<file path="config.mk">
export PLATFORM = sky130hd
export DESIGN_NAME = closed_loop_step_sequencer
export DESIGN_NICKNAME = d
export VERILOG_FILES = /design/src/design/step_seq_pkg.sv /design/src/design/phase_if.sv /design/src/design/phase_counter.sv /design/src/design/closed_loop_step_sequencer.sv
export VERILOG_INCLUDE_DIRS = /design/src /design/src/design
export SDC_FILE = /design/constraint.sdc
export NUM_CORES = 1
export LEC_CHECK = 0
export CAP_MARGIN = 15
export CELL_PAD_IN_SITES_DETAIL_PLACEMENT = 0
export CELL_PAD_IN_SITES_GLOBAL_PLACEMENT = 1
export CORE_ASPECT_RATIO = 0.75
export CORE_MARGIN = 10
export CORE_UTILIZATION = 35
export DETAILED_ROUTE_END_ITERATION = 10
export DONT_BUFFER_PORTS = 1
export PLACE_DENSITY_LB_ADDON = 0.3
export SYNTH_ARGS = -nofsm -noshare
export SYNTH_HDL_FRONTEND = slang
export SYNTH_HIERARCHICAL = 1
export SYNTH_SLANG_ARGS = --single-unit
</file>
<file path="constraint.sdc">
create_clock -name core_clk_i -period 4.5 [get_ports core_clk_i]
set_clock_uncertainty 0.1 [all_clocks]
set_input_delay 0.45 -clock core_clk_i [delete_from_list [all_inputs] [get_ports core_clk_i]]
set_output_delay 0.45 -clock core_clk_i [all_outputs]
set_load 0.02 [all_outputs]
</file>
<file path="src/design/step_seq_params.svh">
// constants of the closed loop step sequencer
`ifndef STEP_SEQ_PARAMS_SVH
`define STEP_SEQ_PARAMS_SVH
`define SEQ_STATES        4'd10
`define SEQ_LAST          4'd9
`define SEQ_ZERO          4'd0
// 1.8 deg in 0.72 deg states is 2.5, so a magnitude of three reaches it
`define DEV_THRESH        16'sd3
`define FILT_SETTINGS     5'd16
`define CLK_MHZ           40
`define IDLE_TIME_MS      100
`define IDLE_CYCLES       (`IDLE_TIME_MS * `CLK_MHZ * 1000)
`endif

</file>
<file path="src/design/step_seq_pkg.sv">
// types shared by the step sequencer modules
package step_seq_pkg;
   typedef enum logic {
      MODE_OPEN,
      MODE_CLOSED
   } loop_mode_t;
   typedef enum logic {
      IN_ONE_PULSE,
      IN_TWO_PULSE
   } pulse_mode_t;
endpackage

</file>
<file path="src/design/phase_if.sv">
// carrier between the sequencer and its modulo-ten phase counter
`timescale 1ns/1ps
interface phase_if;
   logic       step;
   logic       dir_up;
   logic [3:0] phase;
   modport ctrl (output step, output dir_up, input phase);
   modport cnt  (input step, input dir_up, output phase);
endinterface

</file>
<file path="src/design/phase_counter.sv">
// ten-state excitation phase counter
`timescale 1ns/1ps
`include "step_seq_params.svh"
module phase_counter (
   input  wire logic core_clk_i,
   input  wire logic rst_b_i,
   phase_if.cnt      pif
);
   logic [3:0] phase_q;
   assign pif.phase = phase_q;

   // wrap both ways between nine and zero
   always_ff @(posedge core_clk_i) begin
      if (!rst_b_i) begin
         phase_q <= `SEQ_ZERO;
      end else if (pif.step) begin
         if (pif.dir_up) begin
            phase_q <= (phase_q == `SEQ_LAST) ? `SEQ_ZERO : phase_q + 4'd1;
         end else begin
            phase_q <= (phase_q == `SEQ_ZERO) ? `SEQ_LAST : phase_q - 4'd1;
         end
      end
   end
endmodule

</file>
<file path="src/design/closed_loop_step_sequencer.sv">
// step sequencer with deviation counter and open/closed loop selection
// Behaviour
// signed deviation equals commanded steps minus sensed rotor steps.
// deviation below 1.8 degrees runs open loop from commanded sequence.
// deviation at or above 1.8 degrees switches to closed loop.
// closed loop excites from rotor position counter for maximum torque.
// velocity filter with sixteen settings smooths start and stop.
// timing output high whenever sequence sits at state zero.
// reset enters state zero; each accepted pulse advances one state.
// one full ten-state cycle per 7.2 degrees of commanded motion.
// controller stops pulses once home detection is confirmed.
// controller gates its stop with timing output for repeatable home.
// one-pulse (step plus direction) and two-pulse (cw/ccw) input modes.
// about 0.1 s without pulses lowers standstill current.
// sequence is a modulo-ten counter, up or down, wrapping 9 and 0.
`timescale 1ns/1ps
`include "step_seq_params.svh"
module closed_loop_step_sequencer
   import step_seq_pkg::*;
#(
   parameter int DEV_W       = 16,
   parameter int IDLE_CYCLES = `IDLE_CYCLES
) (
   input  wire logic        core_clk_i,
   input  wire logic        rst_b_i,
   input  wire logic        pulse_mode_i,
   input  wire logic        step_cw_i,
   input  wire logic        ccw_dir_i,
   input  wire logic        rotor_step_i,
   input  wire logic        rotor_dir_cw_i,
   input  wire logic [3:0]  filter_sel_i,
   output logic [3:0]       excite_phase_o,
   output logic             excitation_phase_zero_output,
   output logic             closed_loop_o,
   output logic             current_cutback_o,
   output logic signed [DEV_W-1:0] deviation_o
);
   // elaboration guard: narrower deviation counts wrap before the threshold
   // logic can see them, and the silence counter needs at least two states
   if (DEV_W < 8 || IDLE_CYCLES < 2) begin : g_param_check
      $error("unsupported parameters");
   end

   // unit deviation step, threshold at the counter's width, silence limit
   localparam logic signed [DEV_W-1:0] DEV_ONE   = DEV_W'(1);
   localparam logic signed [DEV_W-1:0] DEV_LIMIT = DEV_W'(`DEV_THRESH);
   localparam logic [31:0]             IDLE_LAST = 32'(IDLE_CYCLES - 1);

   logic              cw_prev_q;
   logic              ccw_prev_q;
   logic              cmd_step;
   logic              cmd_up;
   logic              acc_q;
   logic              acc_up_q;
   logic [4:0]        div_q;
   logic signed [DEV_W-1:0] dev_q;
   logic [3:0]        rotor_ph_q;
   logic [31:0]       idle_q;
   logic signed [DEV_W-1:0] cmd_delta;
   logic signed [DEV_W-1:0] rot_delta;
   logic              dev_big;
   loop_mode_t        mode_q;
   pulse_mode_t       pmode;
   phase_if           pif ();

   assign pmode = pulse_mode_t'(pulse_mode_i);

   // edge detect of pulse inputs; reset value is the idle low level of both
   // pins, so no false edge follows reset
   always_ff @(posedge core_clk_i) begin
      if (!rst_b_i) begin
         cw_prev_q  <= 1'b0;
         ccw_prev_q <= 1'b0;
      end else begin
         cw_prev_q  <= step_cw_i;
         ccw_prev_q <= ccw_dir_i;
      end
   end

   // decode commanded step from either input mode
   always_comb begin
      cmd_step = 1'b0;
      cmd_up   = 1'b1;
      case (pmode)
         IN_ONE_PULSE: begin
            cmd_step = step_cw_i & ~cw_prev_q;
            cmd_up   = ~ccw_dir_i;
         end
         IN_TWO_PULSE: begin
            cmd_step = (step_cw_i & ~cw_prev_q) ^ (ccw_dir_i & ~ccw_prev_q);
            cmd_up   = step_cw_i & ~cw_prev_q;
         end
         default: begin
            cmd_step = 1'b0;
            cmd_up   = 1'b1;
         end
      endcase
   end

   // velocity filter: hold accepted step for 0..15 extra cycles (delay, not
   // lost pulses); a new pulse during the hold releases the pending one at
   // once, so a burst faster than the filter still lands every step
   always_ff @(posedge core_clk_i) begin
      if (!rst_b_i) begin
         acc_q    <= 1'b0;
         acc_up_q <= 1'b1;
         div_q    <= 5'd0;
      end else if (cmd_step) begin
         acc_q    <= 1'b1;
         acc_up_q <= cmd_up;
         div_q    <= {1'b0, filter_sel_i};
      end else if (acc_q && div_q != 5'd0) begin
         div_q <= div_q - 5'd1;
      end else begin
         acc_q <= 1'b0;
      end
   end

   // pending step goes out when its hold expires or when the next one arrives
   assign pif.step   = acc_q & ((div_q == 5'd0) | cmd_step);
   assign pif.dir_up = acc_up_q;

   // command sequence counter; only filtered steps ever reach it
   phase_counter u_phase (
      .core_clk_i (core_clk_i),
      .rst_b_i    (rst_b_i),
      .pif        (pif)
   );

   // signed steps contributed this cycle by the command and by the sensor
   always_comb begin
      cmd_delta = '0;
      rot_delta = '0;
      if (pif.step) begin
         cmd_delta = pif.dir_up ? DEV_ONE : -DEV_ONE;
      end
      if (rotor_step_i) begin
         rot_delta = rotor_dir_cw_i ? DEV_ONE : -DEV_ONE;
      end
   end

   // deviation count: command minus rotor; wraps silently if the motor is
   // held off for more than half the counter range, so size DEV_W generously
   always_ff @(posedge core_clk_i) begin
      if (!rst_b_i) begin
         dev_q <= '0;
      end else begin
         dev_q <= dev_q + cmd_delta - rot_delta;
      end
   end

   // rotor position counter, modulo ten like the command
   always_ff @(posedge core_clk_i) begin
      if (!rst_b_i) begin
         rotor_ph_q <= `SEQ_ZERO;
      end else if (rotor_step_i) begin
         if (rotor_dir_cw_i) begin
            rotor_ph_q <= (rotor_ph_q == `SEQ_LAST) ? `SEQ_ZERO : rotor_ph_q + 4'd1;
         end else begin
            rotor_ph_q <= (rotor_ph_q == `SEQ_ZERO) ? `SEQ_LAST : rotor_ph_q - 4'd1;
         end
      end
   end

   // magnitude test on both signs; reaching the threshold already counts
   assign dev_big = (dev_q >= DEV_LIMIT) || (dev_q <= -DEV_LIMIT);

   // mode from deviation magnitude; sensor and command both count 0.72 deg
   // states, so the two counts can be compared directly
   always_ff @(posedge core_clk_i) begin
      if (!rst_b_i) begin
         mode_q <= MODE_OPEN;
      end else if (dev_big) begin
         mode_q <= MODE_CLOSED;
      end else begin
         mode_q <= MODE_OPEN;
      end
   end

   // excitation source and timing output, all registered
   always_ff @(posedge core_clk_i) begin
      if (!rst_b_i) begin
         excite_phase_o               <= `SEQ_ZERO;
         excitation_phase_zero_output <= 1'b1;
         closed_loop_o                <= 1'b0;
         deviation_o                  <= '0;
      end else begin
         // closed loop takes the rotor counter's state directly; assumes the
         // sensor states are aligned with the winding states at reset
         excite_phase_o <= (mode_q == MODE_CLOSED) ? rotor_ph_q : pif.phase;
         // ten states of 0.72 deg = 7.2 deg per cycle
         excitation_phase_zero_output <= (pif.phase == `SEQ_ZERO);
         closed_loop_o <= (mode_q == MODE_CLOSED);
         deviation_o   <= dev_q;
      end
   end

   // pulse silence counter; saturates so the cutback holds until a pulse
   always_ff @(posedge core_clk_i) begin
      if (!rst_b_i) begin
         idle_q <= 32'd0;
      end else if (cmd_step) begin
         idle_q <= 32'd0;
      end else if (idle_q < IDLE_LAST) begin
         idle_q <= idle_q + 32'd1;
      end
   end

   // standstill current cutback after pulse silence; a fresh pulse wins over
   // the timeout in the same cycle, since the motor is about to move
   always_ff @(posedge core_clk_i) begin
      if (!rst_b_i) begin
         current_cutback_o <= 1'b0;
      end else if (cmd_step) begin
         current_cutback_o <= 1'b0;
      end else if (idle_q >= IDLE_LAST) begin
         current_cutback_o <= 1'b1;
      end
   end
endmodule

</file>
==> out/qor.csv <==
stage;metric;value;unit
run_status;status;complete, no violations;
logic_synthesis;synth_compound_area_share;10.2;%
critical_path;end_kind;register;
cts;htree_levels;3;
sta;finalCritPeriodShare;86.4;%
place;post_dp_cell_area;4770;um^2
sta;min_period;3890;ps
place;port_buffers;0;
global_routing;grt_util_all_layers;11.1;%
sta;finalHoldViolations;0;
critical_path;regToRegSetupSlack;610;ps
global_routing;grt.overflow.total;0;
global_routing;grt_pass1_wl;17.0;mm
cells_and_area;mostFrequentLayoutCell;dfxtp_1;
sta;setup_viol;0;
sta;rsz0062_at_grt;no;
logic_synthesis;synth_nets;559;
place;place_congestion;0.846;
logic_synthesis;synthCells;514;
cells_and_area;drive_gt1_share;7.17;%
hold_path;hold_path_end;excitation_phase_zero_output;
floorplanning;fp.dieH;120;um
critical_path;r2r_cells;13;
detailed_routing;via_per_inst;4.85;
logic_synthesis;synth_simple_gate_area_share;23.1;%
detailed_routing;drt.antenna.violating_nets;0;
global_routing;grt_max_degree;29;
critical_path;startpoint_type;register;
sta;worst_slew_pin_slew;1050;ps
sta;fin_setup_tns;0;ps
place;hpwlAfterDp;7.07;mm
global_routing;grt_pass1_vias;3296;
cts;clk_pin_slew;60;ps
logic_synthesis;synth_adder_area_share;11.6;%
logic_synthesis;seq_area_frac_synth;38.5;%
hold_path;min_from;rst_b_i;
logic_synthesis;synth_ff_type;dfxtp_1;
detailed_routing;drt_iter0_drc;180;
global_routing;antenna_found_initial;0;
critical_path;reg2reg_to;dev_q[15];
logic_synthesis;synthArstFlopShare;0;%
floorplanning;ioPinCount;34;
cts;cts_resized;0;
cts;cts.sinks;89;
cells_and_area;layout_common_cells;dfxtp_1 (89), nor2_1 (70), inv_1 (56);
critical_path;worstPathRequired;4620;ps
cells_and_area;antenna_cells;0;
cts;post_cts_buffers;0;
detailed_routing;routedWlPerCell;14.3;um
floorplanning;core-area;13000;um^2
sta;relSlewSlack;29.7;%
detailed_routing;drt_wl_total;9.80;mm
sta;max_freq;257;MHz
cts;hold_buffers;0;
critical_path;worstReg2RegStart;div_q[0];
critical_path;cp.arrival;4010;ps
logic_synthesis;synth_cell_types;63;
floorplanning;die-area;18200;um^2
floorplanning;initial_core_util;35.6;%
logic_synthesis;yosys_register_bits;89;
logic_synthesis;synth_xor_area_share;7.96;%
logic_synthesis;mappedNetlistArea;4620;um^2
cells_and_area;fin_nets;557;
cells_and_area;area_growth;9.96;%
logic_synthesis;synthMuxAreaShare;1.76;%
cts;numCtsBuffers;9;
cts;ctsLongestPathBuffers;2;
sta;slew_viol_final;0;
cts;cts_tree;done;
logic_synthesis;ys_warn_count;6;
power;power_density;578;nW/um^2
logic_synthesis;synth_top_family_by_area;simple AND/OR/NAND/NOR gates;
hold_path;hold_depth;1;
critical_path;worstSetupPathType;register to register;
cells_and_area;finalInstanceArea;5080;um^2
logic_synthesis;avgSynthCellArea;8.99;um^2
cts;clock_tree.root_cell;clkbuf_16;
hold_path;hold_class;input pin to register;
power;ir_drop;0.000211;V
power;p_leak;2.16;nW
detailed_routing;first_pass_iters;4;
floorplanning;die_w;153;um
critical_path;path_max_fanout;8;
detailed_routing;drc;0;
cts;insertion_delay;330;ps
detailed_routing;vias;3333;
flow_run;cap_violations;0;
logic_synthesis;synth_edf_count;0;
floorplanning;rows;36;
## layout make-up
cell class | instances | area [um^2]
clock inverters | 5 | 81.3
inverters | 56 | 210
multi-input cells | 352 | 2540
fillers | 1300 | 7890
well taps | 171 | 214
flip-flops and latches | 89 | 1780
repair buffers | 4 | 30.0
clock buffers | 10 | 229
## critical path, cell delays in order, from the launching register on
cell	delay (ps)
dfxtp_1	310
inv_1	100
ha_1	160
nor4b_2	360
o211ai_2	370
buf_4	310
fa_1	480
inv_1	50
ha_1	360
and2_1	210
nand3_1	90
o311a_1	370
o21ai_1	140
mux2_2	350
## Yosys cell counts, types with 7 or more instances
cell,instances,share of area [%]
dfxtp_1,89,39
nor2_1,70,5.7
inv_1,56,4.5
xor2_1,23,4.4
a21oi_1,19,2.1
and3_1,19,2.6
ha_1,19,5.1
xnor2_1,19,3.6
nand2_1,18,1.5
fa_1,15,6.5
nand3_1,13,1.4
o21ai_0,12,1.3
and2_1,11,1.5
clkbuf_1,11,0.89
nand4_1,11,1.5
nor3_1,11,1.2
nand2b_1,8,1.1
mux2i_1,7,1.5
## report_power, final
part / internal (W) / switching [W] / total, W
Sequential: 0.000910 / 0.000159 / 0.00107
Clock: 0.000484 / 0.000304 / 0.000787
Combinational: 0.000472 / 0.000610 / 0.00108
Total: 0.00187 / 0.00107 / 0.00294
## how the worst max path moves through the flow
stage / start / end
finish: div_q[0] / dev_q[15]
global route: div_q[0] / dev_q[14]
CTS: div_q[0] / dev_q[15]
detailed placement: div_q[0] / dev_q[15]
global placement: div_q[0] / dev_q[15]
floorplan: rotor_step_i / dev_q[15]
## registers in the layout, indices dropped and copies added, names as in the netlist
register,count
acc_q,1
current_cutback_o,1
idle_q,32
excitation_phase_zero_output,1
closed_loop_o,1
div_q,5
ccw_prev_q,1
dev_q,16
cw_prev_q,1
u_phase/pif.phase,4
mode_q,1
acc_up_q,1
rotor_ph_q,4
deviation_o,16
excite_phase_o,4
## logic make-up after synthesis
kind of cell,Yosys count
AOI/OAI and AO/OA,70
xor gates and xnor gates,42
adders and majority gates,34
buffers and inverters,73
DFF,89
muxes,8
and+or+nand+nor,198
## metrics by stage
step                instances  hold WS (ps)  worst slack (ps)  util, %  total power [W]
floorplan                 514           337               266        -          0.00193
global placement          672           355               576     36.7          0.00217
detailed placement        672           365               361     36.7          0.00216
CTS                       687          78.4               347     39.1          0.00297
global route              687          83.1               254     39.2          0.00319
finish                    687          93.3               612     39.2          0.00294
## metal layers
metal	GRT usage (%)	up-vias	part of all wire [%]
li1	-	1726	-
met1	16.6	1541	56
met2	14.8	53	38
met3	3.21	13	5.1
met4	3.33	0	1.1
met5	0	-	0
No activity file was read; power rests on OpenSTA's default activity.
